`src/core/dac_link_pkg.sv`:
```
package dac_link_pkg;

   // -------------------------------------------------------------------------
   // Word layout
   // -------------------------------------------------------------------------
   localparam int WORD_W = 16;
   localparam int SEG_IN_W = 4;
   localparam int SEG_N = 15;
   localparam int LADDER_W = 12;
   localparam int BITS_W = 6;
   localparam logic [WORD_W-1:0] CODE_RESET = 16'h0000;
   localparam logic [SEG_N-1:0] SEG_RESET = 15'h0000;

   // -------------------------------------------------------------------------
   // Timing
   // -------------------------------------------------------------------------
   localparam int SYS_PERIOD_NS = 8;
   localparam int SCLK_MAX_MHZ = 50;
   localparam int SCLK_MIN_PERIOD_NS = 1000 / SCLK_MAX_MHZ;
   // Half period rounded up so the serial clock never runs above its limit.
   localparam int SCLK_HALF_CYC = (SCLK_MIN_PERIOD_NS + 2 * SYS_PERIOD_NS - 1) / (2 * SYS_PERIOD_NS);
   localparam int SETUP_CYC = 4;
   localparam int HOLD_CYC = 4;
   localparam int STROBE_CYC = 4;
   localparam int CNT_W = 4;

   // -------------------------------------------------------------------------
   // State machines
   // -------------------------------------------------------------------------
   typedef enum logic [3:0] {
      DEV_IDLE = 4'h1,
      DEV_FRAME_NOW = 4'h2,
      DEV_FRAME_LATER = 4'h4,
      DEV_PENDING = 4'h8
   } dev_state_type;

   typedef enum logic [5:0] {
      HOST_IDLE = 6'h01,
      HOST_SETUP = 6'h02,
      HOST_LOW = 6'h04,
      HOST_HIGH = 6'h08,
      HOST_HOLD = 6'h10,
      HOST_STROBE = 6'h20
   } host_state_type;

endpackage : dac_link_pkg

```
`src/core/dac_link_if.sv`:
```
`timescale 1ns/1ns
interface dac_link_if;
   logic cs_n;
   logic sclk;
   logic din;
   logic load_strobe_n;

   modport host (
      output cs_n,
      output sclk,
      output din,
      output load_strobe_n
   );

   modport device (
      input cs_n,
      input sclk,
      input din,
      input load_strobe_n
   );
endinterface : dac_link_if

```
`src/core/dac_host_end.sv`:
```
`timescale 1ns/1ns
module dac_host_end (
   input wire logic sys_clk_i,
   input wire logic resetn_i,
   dac_link_if.host link,
   input wire logic start_i,
   input wire logic [dac_link_pkg::WORD_W-1:0] word_i,
   input wire logic [dac_link_pkg::BITS_W-1:0] nbits_i,
   input wire logic defer_i,
   input wire logic strobe_i,
   output logic busy_o,
   output logic done_o
);

   // -------------------------------------------------------------------------
   // Declarations
   // -------------------------------------------------------------------------
   dac_link_pkg::host_state_type state_ff;
   dac_link_pkg::host_state_type nxt_state;
   logic [dac_link_pkg::CNT_W-1:0] cnt_ff;
   logic [dac_link_pkg::CNT_W-1:0] limit;
   logic timer_done;
   logic [dac_link_pkg::BITS_W-1:0] bits_ff;
   logic [dac_link_pkg::WORD_W-1:0] word_ff;
   logic first_ff;
   logic cs_n_ff;
   logic sclk_ff;
   logic din_ff;
   logic ls_n_ff;
   logic done_ff;
   logic [dac_link_pkg::BITS_W-1:0] start_bits;

   function automatic logic bit_at(input logic [dac_link_pkg::WORD_W-1:0] w,
                                   input logic [dac_link_pkg::BITS_W-1:0] idx);
      // Bits beyond the word are sent as zeros ahead of it.
      bit_at = (idx < dac_link_pkg::WORD_W) ? w[idx[dac_link_pkg::SEG_IN_W-1:0]] : 1'b0;
   endfunction : bit_at

   // The first frame after reset is stretched to a full word so no undefined
   // power-up bits can reach the converter.
   assign start_bits = (first_ff && nbits_i < dac_link_pkg::WORD_W) ?
                       dac_link_pkg::BITS_W'(dac_link_pkg::WORD_W) : nbits_i;

   // -------------------------------------------------------------------------
   // Sequencer
   // -------------------------------------------------------------------------
   always_comb begin
      unique case (state_ff)
         dac_link_pkg::HOST_SETUP: limit = dac_link_pkg::CNT_W'(dac_link_pkg::SETUP_CYC - 1);
         dac_link_pkg::HOST_HOLD: limit = dac_link_pkg::CNT_W'(dac_link_pkg::HOLD_CYC - 1);
         dac_link_pkg::HOST_STROBE: limit = dac_link_pkg::CNT_W'(dac_link_pkg::STROBE_CYC - 1);
         default: limit = dac_link_pkg::CNT_W'(dac_link_pkg::SCLK_HALF_CYC - 1);
      endcase
   end

   assign timer_done = (cnt_ff == limit);

   always_comb begin
      nxt_state = state_ff;
      unique case (state_ff)
         dac_link_pkg::HOST_IDLE: begin
            if (start_i) begin
               nxt_state = dac_link_pkg::HOST_SETUP;
            end else if (strobe_i) begin
               nxt_state = dac_link_pkg::HOST_STROBE;
            end
         end
         dac_link_pkg::HOST_SETUP: begin
            if (timer_done) begin
               nxt_state = (bits_ff == '0) ? dac_link_pkg::HOST_HOLD : dac_link_pkg::HOST_LOW;
            end
         end
         dac_link_pkg::HOST_LOW: begin
            if (timer_done) begin
               nxt_state = dac_link_pkg::HOST_HIGH;
            end
         end
         dac_link_pkg::HOST_HIGH: begin
            if (timer_done) begin
               nxt_state = (bits_ff == dac_link_pkg::BITS_W'(1)) ? dac_link_pkg::HOST_HOLD : dac_link_pkg::HOST_LOW;
            end
         end
         dac_link_pkg::HOST_HOLD, dac_link_pkg::HOST_STROBE: begin
            if (timer_done) begin
               nxt_state = dac_link_pkg::HOST_IDLE;
            end
         end
         default: begin
            nxt_state = dac_link_pkg::HOST_IDLE;
         end
      endcase
   end

   always_ff @(posedge sys_clk_i) begin
      if (!resetn_i) begin
         state_ff <= dac_link_pkg::HOST_IDLE;
         cnt_ff <= '0;
      end else begin
         state_ff <= nxt_state;
         cnt_ff <= (nxt_state != state_ff) ? '0 : cnt_ff + 1'b1;
      end
   end

   // -------------------------------------------------------------------------
   // Word and bit count
   // -------------------------------------------------------------------------
   always_ff @(posedge sys_clk_i) begin
      if (!resetn_i) begin
         word_ff <= '0;
         bits_ff <= '0;
         first_ff <= 1'b1;
      end else if (state_ff == dac_link_pkg::HOST_IDLE && start_i) begin
         word_ff <= word_i;
         bits_ff <= start_bits;
         first_ff <= 1'b0;
      end else if (state_ff == dac_link_pkg::HOST_HIGH && timer_done) begin
         bits_ff <= bits_ff - 1'b1;
      end
   end

   // -------------------------------------------------------------------------
   // Link pins
   // -------------------------------------------------------------------------
   // One chip select only; several devices need an outside decoder.
   always_ff @(posedge sys_clk_i) begin
      if (!resetn_i) begin
         cs_n_ff <= 1'b1;
      end else if (state_ff == dac_link_pkg::HOST_SETUP && timer_done) begin
         cs_n_ff <= 1'b0;
      end else if (state_ff == dac_link_pkg::HOST_HOLD && timer_done) begin
         cs_n_ff <= 1'b1;
      end
   end

   // The serial clock idles low and only toggles inside a frame.
   always_ff @(posedge sys_clk_i) begin
      if (!resetn_i) begin
         sclk_ff <= 1'b0;
      end else begin
         sclk_ff <= (nxt_state == dac_link_pkg::HOST_HIGH);
      end
   end

   always_ff @(posedge sys_clk_i) begin
      if (!resetn_i) begin
         din_ff <= 1'b0;
      end else if (nxt_state == dac_link_pkg::HOST_LOW && state_ff != dac_link_pkg::HOST_LOW) begin
         // Leaving the high phase the count still includes the bit just sent.
         din_ff <= bit_at(word_ff, (state_ff == dac_link_pkg::HOST_HIGH) ? bits_ff - 2'd2 : bits_ff - 1'b1);
      end
   end

   // The strobe level is set during setup, ahead of the chip select fall.
   always_ff @(posedge sys_clk_i) begin
      if (!resetn_i) begin
         ls_n_ff <= 1'b1;
      end else if (state_ff == dac_link_pkg::HOST_IDLE && start_i) begin
         ls_n_ff <= defer_i;
      end else if (state_ff == dac_link_pkg::HOST_IDLE && strobe_i) begin
         ls_n_ff <= 1'b0;
      end else if (nxt_state == dac_link_pkg::HOST_IDLE) begin
         ls_n_ff <= 1'b1;
      end
   end

   always_ff @(posedge sys_clk_i) begin
      if (!resetn_i) begin
         done_ff <= 1'b0;
      end else begin
         done_ff <= (state_ff != dac_link_pkg::HOST_IDLE) && (nxt_state == dac_link_pkg::HOST_IDLE);
      end
   end

   assign link.cs_n = cs_n_ff;
   assign link.sclk = sclk_ff;
   assign link.din = din_ff;
   assign link.load_strobe_n = ls_n_ff;
   assign busy_o = (state_ff != dac_link_pkg::HOST_IDLE);
   assign done_o = done_ff;

endmodule : dac_host_end

```
`src/flat_wrapper.sv`:
```
// flat-port wrapper written by rule: the top's interface ports become plain ports
module dac_host_end_flat 
  (sys_clk_i, resetn_i, start_i, word_i, nbits_i, defer_i, strobe_i, busy_o, done_o, link_cs_n, link_sclk, link_din, link_load_strobe_n);
  dac_link_if link_i ();
  input wire logic sys_clk_i;
  input wire logic resetn_i;
  input wire logic start_i;
  input wire logic [dac_link_pkg::WORD_W-1:0] word_i;
  input wire logic [dac_link_pkg::BITS_W-1:0] nbits_i;
  input wire logic defer_i;
  input wire logic strobe_i;
  output logic busy_o;
  output logic done_o;
  output wire logic [$bits(link_i.cs_n)-1:0] link_cs_n;
  output wire logic [$bits(link_i.sclk)-1:0] link_sclk;
  output wire logic [$bits(link_i.din)-1:0] link_din;
  output wire logic [$bits(link_i.load_strobe_n)-1:0] link_load_strobe_n;
  assign link_cs_n = link_i.cs_n;
  assign link_sclk = link_i.sclk;
  assign link_din = link_i.din;
  assign link_load_strobe_n = link_i.load_strobe_n;
  dac_host_end u_core (.sys_clk_i(sys_clk_i), .resetn_i(resetn_i), .link(link_i), .start_i(start_i), .word_i(word_i), .nbits_i(nbits_i), .defer_i(defer_i), .strobe_i(strobe_i), .busy_o(busy_o), .done_o(done_o));
endmodule
```
`config.mk`:
```
export PLATFORM = sky130hd
export DESIGN_NAME = dac_host_end_flat
export DESIGN_NICKNAME = d
export VERILOG_FILES = /design/src/core/dac_link_pkg.sv /design/src/core/dac_link_if.sv /design/src/core/dac_host_end.sv /design/src/flat_wrapper.sv
export SDC_FILE = /design/constraint.sdc
export NUM_CORES = 1
export LEC_CHECK = 0
export BUFFER_PORTS_ARGS = -buffer_cell sky130_fd_sc_hd__buf_4
export CORE_AREA = 2 2 80 82
export DETAILED_ROUTE_END_ITERATION = 8
export DIE_AREA = 0 0 82 84
export GPL_ROUTABILITY_DRIVEN = 0
export GPL_TIMING_DRIVEN = 1
export PLACE_DENSITY = 0.64
export SYNTH_ARGS = -nofsm -noshare
export SYNTH_HDL_FRONTEND = slang
export SYNTH_SLANG_ARGS = --single-unit
```
`constraint.sdc`:
```
create_clock -name sys_clk_i -period 4.1 [get_ports sys_clk_i]
set_input_delay 0.82 -clock sys_clk_i [delete_from_list [all_inputs] [get_ports sys_clk_i]]
set_output_delay 0.82 -clock sys_clk_i [all_outputs]
set_load 0.02 [all_outputs]
```
# After elaboration in Yosys (flattened, before gate mapping)
# Cells that the tools add are included.
classes:
  n_reduce_logical: 15
  muxes: 22
  n_lt_le_gt_ge: 3
  n_addsub: 3
  eq_ne: 14
  bitwise_logic: 1
op_table:
  columns: ["op", "n"]
  rows:
  - ["$mux W6", 10]
  - ["$pmux W6 S5", 1]
  - ["$eq A6 B1 Y1 const B", 3]
  - ["$eq A6 B3 Y1 const B", 2]
  - ["$eq A6 B4 Y1 const B", 2]
  - ["$lt A6 B5 Y1 const B", 2]
  - ["$mux W5", 2]
  - ["$logic_and A1 B1 Y1", 8]
  - ["$mux W1", 7]
  - ["$eq A6 B2 Y1 const B", 1]
  - ["$eq A6 B5 Y1 const B", 1]
  - ["$eq A6 B6 Y1 const B", 1]
  - ["$logic_not A6 Y1", 1]
  - ["$ne A6 B1 Y1 const B", 1]
  - ["$ne A6 B3 Y1 const B", 1]
  - ["$ne A6 B6 Y1", 1]
  - ["$sub A6 B1 Y6 const B", 1]
  - ["$sub A6 B2 Y6 const B", 1]
  - ["$lt A4 B5 Y1 const B", 1]
  - ["$add A4 B1 Y4 const B", 1]
  - ["$bmux W1 S4", 1]
  - ["$eq A4 B2 Y1", 1]
  - ["$reduce_bool A2 Y1", 2]
  - ["$reduce_or A2 Y1", 2]
  - ["other kinds (4)", 4]
word_totals:
  inputBits: 27
  reg_bits: 38
  out_inout_bits: 6
  wordCells: 68

# Depth between registers and ports, before layout
# Gate-level depths: netlist of run 1.
depth:
  word_depth: 10
  mapped_depth: 11
  mapped_depth_nobuf: 9

# Worst setup path after synthesis of run 1
# OpenSTA, ideal clock, no wires.
synth_path:
  path_kind: "flip-flop to flip-flop"
  from: "register u_core.bits_ff[0] (netlist bit)"
  to: "register u_core.din_ff (netlist: u_core.link.din)"
  required_time_ns: 3.978
  path_stages_with_launch: 12
  setup_ns: 0.122
  n_path_buf: 2
  t_arrival_ns: 2.536
  period_less_slack_ns: 2.658
  setup_slack_ns: 1.442
  path_cell_list: "dfxtp_1 > clkbuf_1 > inv_1 > ha_1 > clkbuf_1 > xnor2_1 > mux4_1 > and2_2 > a211oi_1 > a311oi_1 > a31oi_1 > o41ai_2"
synth_via:
  elab_chain_cells: 6
  elab_cells_between_ends: 16
  cone_classes: "2 x add/sub; 1 x order compare; 2 x eq/ne; 9 x mux; 2 x reduce/logical"
synth_rtl:
  columns: ["item", "line", "rtl"]
  rows:
  - ["start, declared", "dac_host_end.sv:23", "logic [dac_link_pkg::BITS_W-1:0] bits_ff;"]
  - ["start signal, assigned", "dac_host_end.sv:114", "bits_ff <= start_bits;"]
  - ["start signal, assigned", "dac_host_end.sv:117", "bits_ff <= bits_ff - 1'b1;"]
  - ["parallel branches: the longest is 6 deep, another holds $sub A6 B1 Y6", null, null]
  - ["end signal, assigned", "dac_host_end.sv:149", "din_ff <= bit_at(word_ff, (state_ff == dac_link_pkg::HOST_HIGH) ? bits_ff - 2'd2 : bits_ff - 1'b1);"]
  - ["end, declared", "dac_host_end.sv:28", "logic din_ff;"]
# Parallel ways; which one is timed is not known. The select of a mux whose other input is x is not followed.
# A chain may end at the register's enable or synchronous reset.

# Final worst setup path of run 1
# Same ends and word-level chain as after synthesis.

==> impl_metrics.env, run 1 <==
export IMPL_outcome="complete, no violations"
export IMPL_wl_mm=4.98
export IMPL_peakVddDrop_v=0.000156
export IMPL_cts_resized=0
export IMPL_tns_ns=0
export IMPL_synth_fp_nets=312
export IMPL_worst_setup_path_end_kind="flop"
export IMPL_regArea_sq_um=761
export IMPL_ys_ff_latch=38
export IMPL_syn_area_per_cell_sq_um=8.39
export IMPL_grt_max_degree=36
export IMPL_worst_pin_slew_ns=0.570
export IMPL_synth_fa_ha_area_frac=0.0266
export IMPL_synth_area_mux_share=0.0714
export IMPL_p_sw_frac=0.324
export IMPL_hold_viol=0
export IMPL_clk_pin_slew_ns=0.07
export IMPL_p_total_mw=1.06
export IMPL_met3_usage=0.0390
export IMPL_postCtsSetupBuffers=0
export IMPL_clockRootBuffer="clkbuf_8"
export IMPL_fmax_mhz=357
export IMPL_multi_input_area_sq_mm=0.00141
export IMPL_r2r_end="u_core.link.din"
export IMPL_diodes=0
export IMPL_layout_common_cells="nand2_1 (48), dfxtp_1 (38), buf_4 (34)"
export IMPL_vias=2015
export IMPL_firstDrtPassIters=5
export IMPL_area_delta_synth_final_pct=13.3
export IMPL_synthCells=280
export IMPL_die_area_sq_mm=0.00689
export IMPL_yosysWarnings=0
export IMPL_first_iter_violations=80
export IMPL_fin_crit_sh=0.682
export IMPL_fill_cells=633
export IMPL_h_tree_depth=2
export IMPL_clk_insertion_delay_late_ns=0.29
export IMPL_post_route_util=0.437
export IMPL_relSlewSlack=0.617
export IMPL_ios=33
export IMPL_grt_pass1_wl_mm=8.31
export IMPL_internal_power_uw=715
export IMPL_tritoncts="yes"
export IMPL_reg2reg_depth=9
export IMPL_drc_errors=0
export IMPL_async_flop_share=0
export IMPL_synthesis_area_sq_mm=0.00235
export IMPL_synth_xor_area_frac=0.0335
export IMPL_dp_hpwl_mm=3.59
export IMPL_cp_arrival_ns=2.97
export IMPL_synth_compound_area_frac=0.225
export IMPL_drive_gt1_frac=0.175
export IMPL_pwr_share_clk=0.282
export IMPL_die_h_um=84
export IMPL_clockBufferDepth=2
export IMPL_die_x_um=82
export IMPL_power_per_cell_area_mw_per_mm2=397
export IMPL_grtUsageTotal=0.153
export IMPL_cp_endpoint="u_core.link.din"
export IMPL_wire_per_inst_um=13.1
export IMPL_synth_edf_count=0
export IMPL_crit_path_start="u_core.bits_ff[0]"
export IMPL_crit_required_ns=4.27
export IMPL_layout_commonest_cell="nand2_1"
export IMPL_yosysSeqAreaShare=0.324
export IMPL_synthSimpleGateAreaFrac=0.242
export IMPL_hold_path_class="reg -> reg"
export IMPL_core_area_sq_mm=0.00610
export IMPL_use_met1=0.193
export IMPL_rows=29
export IMPL_fin_crit_ns=2.80
export IMPL_final_setup_worst_slack_ns=1.30
export IMPL_antenna_found_initial=0
export IMPL_crit_type="reg -> reg"
export IMPL_final_area_sq_mm=0.00266
export IMPL_gr_usage_met2=0.243
export IMPL_dp_slack_ns=1.32
export IMPL_worstPathMaxFanout=14
export IMPL_rsz0062_at_grt="no"
export IMPL_gr_total_overflow=0
export IMPL_ys_flop_type="dfxtp_1"
export IMPL_start_util=0.385
export IMPL_report_final_slew_viol_count=0
export IMPL_reg2reg_slack_ns=1.30
export IMPL_cts_hold_buf=0
export IMPL_setup_viol=0
export IMPL_antenna_left=0
export IMPL_r2r_start="u_core.bits_ff[0]"
export IMPL_fin_skew_ns=0.00462
export IMPL_start_kind="flop"
export IMPL_gr_max_usage_layer="met2"
export IMPL_drv_cap=0
export IMPL_p_comb_frac=0.298
export IMPL_synth_cell_types=60
export IMPL_cts_sinks=38
export IMPL_avgViaCountPerCell=5.32
export IMPL_p_leak_nw=1.06
export IMPL_grt_pass1_vias=1818
export IMPL_synth_top_family_by_area="simple AND/OR/NAND/NOR gates"
export IMPL_place_port_buffers=32
export IMPL_cts_buffers_inserted=5
export IMPL_p_sw_uw=343
export IMPL_nets=333
export IMPL_p_seq_frac=0.419
export IMPL_place_area_sq_mm=0.00255
==> power groups by stage <==
| stage | combinational [mW] | sequential [mW] | clock [mW] |
|---|---|---|---|
| final | 0.316 | 0.444 | 0.299 |
| after global routing | 0.353 | 0.451 | 0.326 |
| after CTS | 0.319 | 0.444 | 0.310 |
| after detailed placement | 0.316 | 0.452 | 0 |
| after global placement | 0.313 | 0.451 | 0 |
| after floorplan | 0.260 | 0.436 | 0 |
==> critical path: stages (launching register included) <==
cell	delay [ns]
dfxtp_1	0.61
inv_1	0.17
ha_1	0.34
xnor2_1	0.45
mux4_1	0.36
and2_2	0.20
a211oi_1	0.21
a311oi_1	0.07
a31oi_1	0.19
o41ai_2	0.10
==> Yosys cell counts (2+ instances only) <==
cell type | instances | share of area
o2111ai_1 | 2 | 0.0075
xnor2_1 | 3 | 0.011
nand2b_1 | 2 | 0.0053
nor2b_1 | 4 | 0.011
a31oi_1 | 3 | 0.0080
clkbuf_4 | 2 | 0.0064
o21ai_0 | 12 | 0.026
a21oi_2 | 2 | 0.0075
inv_1 | 9 | 0.014
a21boi_0 | 17 | 0.054
nor3b_1 | 5 | 0.016
and3_1 | 3 | 0.0080
a22oi_1 | 3 | 0.0096
nand4_1 | 4 | 0.011
dfxtp_1 | 38 | 0.32
or2_2 | 2 | 0.0053
a211o_1 | 2 | 0.0075
a211oi_1 | 4 | 0.013
nor4_1 | 2 | 0.0053
xor2_1 | 6 | 0.022
ha_1 | 5 | 0.027
nand3_1 | 8 | 0.017
mux4_1 | 4 | 0.045
nor3_1 | 2 | 0.0043
nor2_1 | 20 | 0.032
or3_1 | 2 | 0.0053
a21oi_1 | 17 | 0.036
clkbuf_1 | 13 | 0.021
mux2i_1 | 4 | 0.017
a21o_1 | 2 | 0.0064
clkbuf_8 | 2 | 0.012
nand2_1 | 48 | 0.077
==> per-layer routing <==
| metal | vias to the layer above | part of all wire | wire length, um |
|---|---|---|---|
| met3 | 6 | 0.052 | 258 |
| met5 | - | 0 | 0 |
| li1 | 1042 | - | - |
| met2 | 51 | 0.48 | 2410 |
| met1 | 916 | 0.45 | 2250 |
| met4 | 0 | 0.012 | 59 |
==> kinds of logic after synthesis <==
logic type / after synthesis
AOI/OAI and AO/OA: 77
xor gates and xnor gates: 9
adders and majority gates: 5
buffers and inverters: 29
DFF: 38
muxes: 9
and+or+nand+nor: 113
==> layout make-up <==
class | count | share of cell area
timing repair buffer | 34 | 0.0959
inverter | 9 | 0.0127
multi-input combinational | 213 | 0.528
clock buffer | 8 | 0.0414
sequential | 38 | 0.286
tap | 77 | 0.0362
==> how the worst min path moves through the flow <==
stage	slack (ns)	depth (start not counted)	to	from
after floorplan	0.41	2	u_core.first_ff	u_core.first_ff
after global routing	0.48	2	u_core.first_ff	u_core.first_ff
final	0.44	2	u_core.first_ff	u_core.first_ff
after CTS	0.44	2	u_core.first_ff	u_core.first_ff
after global placement	0.43	2	u_core.first_ff	u_core.first_ff
after detailed placement	0.43	2	u_core.first_ff	u_core.first_ff
==> sequential cells by signal, indices dropped and copies added (netlist names) <==
register / cells
u_core.link.load_strobe_n: 1
u_core.done_o: 1
u_core.word_ff: 16
u_core.bits_ff: 6
u_core.cnt_ff: 4
u_core.state_ff: 6
u_core.link.sclk: 1
u_core.link.din: 1
u_core.link.cs_n: 1
u_core.first_ff: 1
==> through the flow <==
stage | hold slack (ns) | cells
floorplan | 0.415 | 280
global placement | 0.425 | 371
detailed placement | 0.434 | 371
CTS | 0.445 | 379
global route | 0.475 | 379
finish | 0.440 | 379
Note: power is estimated with default switching activity, not from simulation.
==> run 2: changes to the inputs <==
Clock period 4.1 ns to 2.9 ns, I/O delays scaled along.
==> impl_metrics.env, run 2 (synthesized netlist as in run 1, its figures left out) <==
export IMPL_outcome="complete, no violations"
export IMPL_wire_per_inst_um=13.3
export IMPL_clockRootBuffer="clkbuf_8"
export IMPL_wl_mm=5.13
export IMPL_tns_ns=0
export IMPL_p_total_mw=1.46
export IMPL_antenna_left=0
export IMPL_postCtsSetupBuffers=0
export IMPL_grt_pass1_vias=1944
export IMPL_top_regs="u_core.word_ff: 16 flops, u_core.bits_ff: 6 flops, u_core.state_ff: 6 flops"
export IMPL_path_cells="or4_4 -> or3b_1 -> mux2i_1 -> o2111ai_1 -> o21ai_0 -> a31oi_1 -> o41ai_2"
export IMPL_dp_hpwl_mm=3.84
export IMPL_rows=29
export IMPL_vias=2050
export IMPL_core_area_sq_mm=0.00610
export IMPL_drv_cap=0
export IMPL_crit_required_ns=3.10
export IMPL_cts_hold_buf=0
export IMPL_firstDrtPassIters=4
export IMPL_hold_viol=0
export IMPL_report_final_slew_viol_count=0
export IMPL_hold_path_class="reg -> reg"
export IMPL_crit_type="reg -> reg"
export IMPL_cts_buffers_inserted=5
export IMPL_place_area_sq_mm=0.00261
export IMPL_clk_pin_slew_ns=0.07
export IMPL_worstPathMaxFanout=10
export IMPL_drive_gt1_frac=0.192
export IMPL_fin_crit_ns=2.63
export IMPL_cp_arrival_ns=2.83
export IMPL_p_leak_nw=1.09
export IMPL_worst_pin_slew_ns=0.490
export IMPL_setup_viol=0
export IMPL_rsz0062_at_grt="no"
export IMPL_multi_input_area_sq_mm=0.00141
export IMPL_layout_commonest_cell="nand2_1"
export IMPL_worst_setup_path_end_kind="flop"
export IMPL_critPathMaxStageDelay_ns=0.60
export IMPL_avgViaCountPerCell=5.32
export IMPL_clockBufferDepth=2
export IMPL_grtUsageTotal=0.158
export IMPL_place_port_buffers=32
export IMPL_clk_insertion_delay_late_ns=0.29
export IMPL_antenna_found_initial=0
export IMPL_ios=33
export IMPL_holdPathEnd="u_core.first_ff"
export IMPL_first_iter_violations=103
export IMPL_hold_path_depth=2
export IMPL_layout_common_cells="nand2_1 (48), buf_4 (42), dfxtp_1 (38)"
export IMPL_h_tree_depth=2
export IMPL_start_util=0.385
export IMPL_gr_total_overflow=0
export IMPL_reg2reg_slack_ns=0.27
export IMPL_r2r_end="u_core.link.din"
export IMPL_cp_slowest_cell="or3b_1"
export IMPL_grt_max_degree=36
export IMPL_fin_skew_ns=0.00596
export IMPL_peakVddDrop_v=0.000271
export IMPL_hold_start="u_core.first_ff"
export IMPL_fin_crit_sh=0.907
export IMPL_start_kind="flop"
export IMPL_regArea_sq_um=761
export IMPL_largest_register_ffs=16
export IMPL_fmax_mhz=380
export IMPL_area_delta_synth_final_pct=14.6
export IMPL_diodes=0
export IMPL_power_per_cell_area_mw_per_mm2=543
export IMPL_die_area_sq_mm=0.00689
export IMPL_drc_errors=0
export IMPL_grt_pass1_wl_mm=8.63
export IMPL_nets=341
export IMPL_r2r_start="u_core.state_ff[5]"
export IMPL_final_area_sq_mm=0.00269
export IMPL_tritoncts="yes"
export IMPL_reg2reg_depth=7
export IMPL_relSlewSlack=0.673
export IMPL_die_x_um=82
export IMPL_cts_resized=0
export IMPL_fill_cells=634
export IMPL_registers_top_by_ff_count="u_core.word_ff"
export IMPL_die_h_um=84
export IMPL_cts_sinks=38
run 2: power by group:
part | internal, mW | leakage [nW] | switching, mW | total (mW)
combinational | 0.225 | 0.734 | 0.263 | 0.489
sequential | 0.570 | 0.311 | 0.0470 | 0.617
clock | 0.183 | 0.0431 | 0.175 | 0.358
total | 0.978 | 1.09 | 0.485 | 1.46
run 2: metrics by stage:
stage | setup slack [ns] | std cells | utilization | hold WS (ns)
after floorplan | 0.242 | 280 | - | 0.415
after global placement | 0.335 | 379 | 0.428 | 0.426
after detailed placement | 0.271 | 379 | 0.428 | 0.430
after CTS | 0.263 | 385 | 0.442 | 0.444
after global routing | 0.0959 | 385 | 0.442 | 0.470
final | 0.270 | 385 | 0.442 | 0.443
run 2: per-layer routing:
metal  track usage  part of all wire
met1         0.200              0.45
met2         0.264              0.50
met3        0.0368             0.047
met4        0.0439             0.011
met5             0                 0
run 2: worst max-delay path, delay by kind of cell (launching register included):
family | cells | cell delay (ns)
flops | 1 | 0.37
mux | 1 | 0.28
simple gates | 2 | 1.18
compound gates | 4 | 0.70
run 2: worst max-delay path by stage:
stage | slack, ns | startpoint | depth (start not counted) | endpoint
floorplan | 0.24 | u_core.bits_ff[0] | 11 | u_core.link.din
finish | 0.27 | u_core.state_ff[5] | 7 | u_core.link.din
global placement | 0.34 | u_core.state_ff[5] | 7 | u_core.link.din
CTS | 0.26 | u_core.state_ff[5] | 7 | u_core.link.din
detailed placement | 0.27 | u_core.state_ff[5] | 7 | u_core.link.din
global route | 0.1 | u_core.state_ff[5] | 7 | u_core.link.din
run 2: area by class of cell:
class                   count  share of cell area
clock buffers               6              0.0307
inverters                   9              0.0125
multi-input cells         213               0.522
flip-flops and latches     38               0.282
well taps                  77              0.0358
repair buffers             42               0.117
==> run 3: changes to the inputs <==
Settings changed: CORE_AREA 2 2 80 82 to 2 2 69 71, DIE_AREA 0 0 82 84 to 0 0 71 73, PLACE_DENSITY 0.64 to 0.81.
==> impl_metrics.env, run 3 (synthesized netlist as in run 1, its figures left out) <==
export IMPL_cts_resized=0
export IMPL_layout_commonest_cell="nand2_1"
export IMPL_cts_sinks=38
export IMPL_registers_top_by_ff_count="u_core.word_ff"
export IMPL_h_tree_depth=2
export IMPL_report_final_slew_viol_count=0
export IMPL_peakVddDrop_v=0.000293
export IMPL_clockBufferDepth=2
export IMPL_tns_ns=0
export IMPL_fmax_mhz=384
export IMPL_wl_mm=5.07
export IMPL_worst_pin_slew_ns=0.530
export IMPL_fill_cells=431
export IMPL_core_area_sq_mm=0.00454
export IMPL_r2r_end="u_core.link.din"
export IMPL_clk_pin_slew_ns=0.07
export IMPL_drc_errors=0
export IMPL_fin_skew_ns=0.00946
export IMPL_dp_slack_ns=0.281
export IMPL_wire_per_inst_um=14.0
export IMPL_nets=340
export IMPL_cts_hold_buf=0
export IMPL_placed_cells=355
export IMPL_drv_cap=0
export IMPL_rows=25
export IMPL_whs_ns=0.439
export IMPL_place_area_sq_mm=0.00257
export IMPL_layout_common_cells="nand2_1 (48), buf_4 (41), dfxtp_1 (38)"
export IMPL_post_route_util=0.586
export IMPL_grtUsageTotal=0.208
export IMPL_place_port_buffers=32
export IMPL_start_util=0.518
export IMPL_fin_crit_ns=2.60
export IMPL_rsz0062_at_grt="no"
export IMPL_area_delta_synth_final_pct=13.1
export IMPL_p_total_mw=1.46
export IMPL_tritoncts="yes"
export IMPL_holdPathEnd="u_core.first_ff"
export IMPL_crit_required_ns=3.10
export IMPL_hold_path_class="reg -> reg"
export IMPL_die_area_sq_mm=0.00518
export IMPL_clk_insertion_delay_late_ns=0.29
export IMPL_start_kind="flop"
export IMPL_vias=2069
export IMPL_reg2reg_slack_ns=0.30
export IMPL_gr_total_overflow=0
export IMPL_critPathMaxStageDelay_ns=0.59
export IMPL_dp_hpwl_mm=3.74
export IMPL_postCtsSetupBuffers=0
export IMPL_setup_viol=0
export IMPL_clockRootBuffer="clkbuf_8"
export IMPL_r2r_start="u_core.state_ff[5]"
export IMPL_cp_slowest_cell="or4_4"
export IMPL_drive_gt1_frac=0.189
export IMPL_diodes=0
export IMPL_hold_start="u_core.first_ff"
export IMPL_cp_arrival_ns=2.81
export IMPL_relSlewSlack=0.644
export IMPL_grt_pass1_wl_mm=8.63
export IMPL_worst_setup_path_end_kind="flop"
export IMPL_fin_cells=361
export IMPL_die_x_um=71
export IMPL_avgViaCountPerCell=5.73
export IMPL_hold_viol=0
export IMPL_cts_buffers_inserted=5
export IMPL_crit_type="reg -> reg"
export IMPL_die_h_um=73
export IMPL_firstDrtPassIters=6
export IMPL_path_cells="or4_4 -> or3b_1 -> mux2i_1 -> o2111ai_1 -> o21ai_0 -> a31oi_1 -> o41ai_2"
export IMPL_final_setup_worst_slack_ns=0.297
export IMPL_grt_max_degree=36
export IMPL_ios=33
export IMPL_top_regs="u_core.word_ff: 16 flops, u_core.bits_ff: 6 flops, u_core.state_ff: 6 flops"
export IMPL_first_iter_violations=138
export IMPL_reg2reg_depth=7
export IMPL_antenna_left=0
export IMPL_hold_path_depth=2
export IMPL_p_leak_nw=1.08
export IMPL_largest_register_ffs=16
export IMPL_grt_pass1_vias=1953
export IMPL_worstPathMaxFanout=10
export IMPL_antenna_found_initial=0
export IMPL_outcome="complete, no violations"
export IMPL_final_area_sq_mm=0.00266
export IMPL_power_per_cell_area_mw_per_mm2=548
export IMPL_fin_crit_sh=0.898
-- run 3: critical path: cells and delay by family, from the launching register on --
kind	cells	cell delay [ns]
mux	1	0.26
simple gates	2	1.18
compound gates	4	0.70
flops	1	0.37
-- run 3: final cells by class --
| cell class | instances | area, sq um | area share |
|---|---|---|---|
| well taps | 54 | 67.6 | 0.0254 |
| multi-input cells | 213 | 1410 | 0.529 |
| inverters | 9 | 33.8 | 0.0127 |
| repair buffers | 41 | 308 | 0.116 |
| clock buffers | 6 | 82.6 | 0.0311 |
| flip-flops and latches | 38 | 761 | 0.286 |
-- run 3: worst max-delay path by stage --
stage,endpoint,slack [ns],from
CTS,u_core.link.din,0.27,u_core.state_ff[5]
floorplan,u_core.link.din,0.24,u_core.bits_ff[0]
global placement,u_core.link.din,0.36,u_core.state_ff[5]
global route,u_core.link.din,0.12,u_core.state_ff[5]
detailed placement,u_core.link.din,0.28,u_core.state_ff[5]
finish,u_core.link.din,0.30,u_core.state_ff[5]
-- run 3: layer usage --
layer / GRT usage / vias to the layer above / share of wire
met5: 0 / - / 0
met4: 0.0587 / 0 / 0.012
met3: 0.0442 / 6 / 0.052
met2: 0.395 / 60 / 0.52
met1: 0.233 / 954 / 0.42
li1: - / 1049 / -
-- run 3: where the power goes --
part,leakage (nW),switching (mW),total [mW],internal (mW)
Sequential,0.311,0.0454,0.615,0.570
Clock,0.0431,0.175,0.358,0.183
Combinational,0.730,0.264,0.482,0.218
Total,1.08,0.485,1.46,0.971
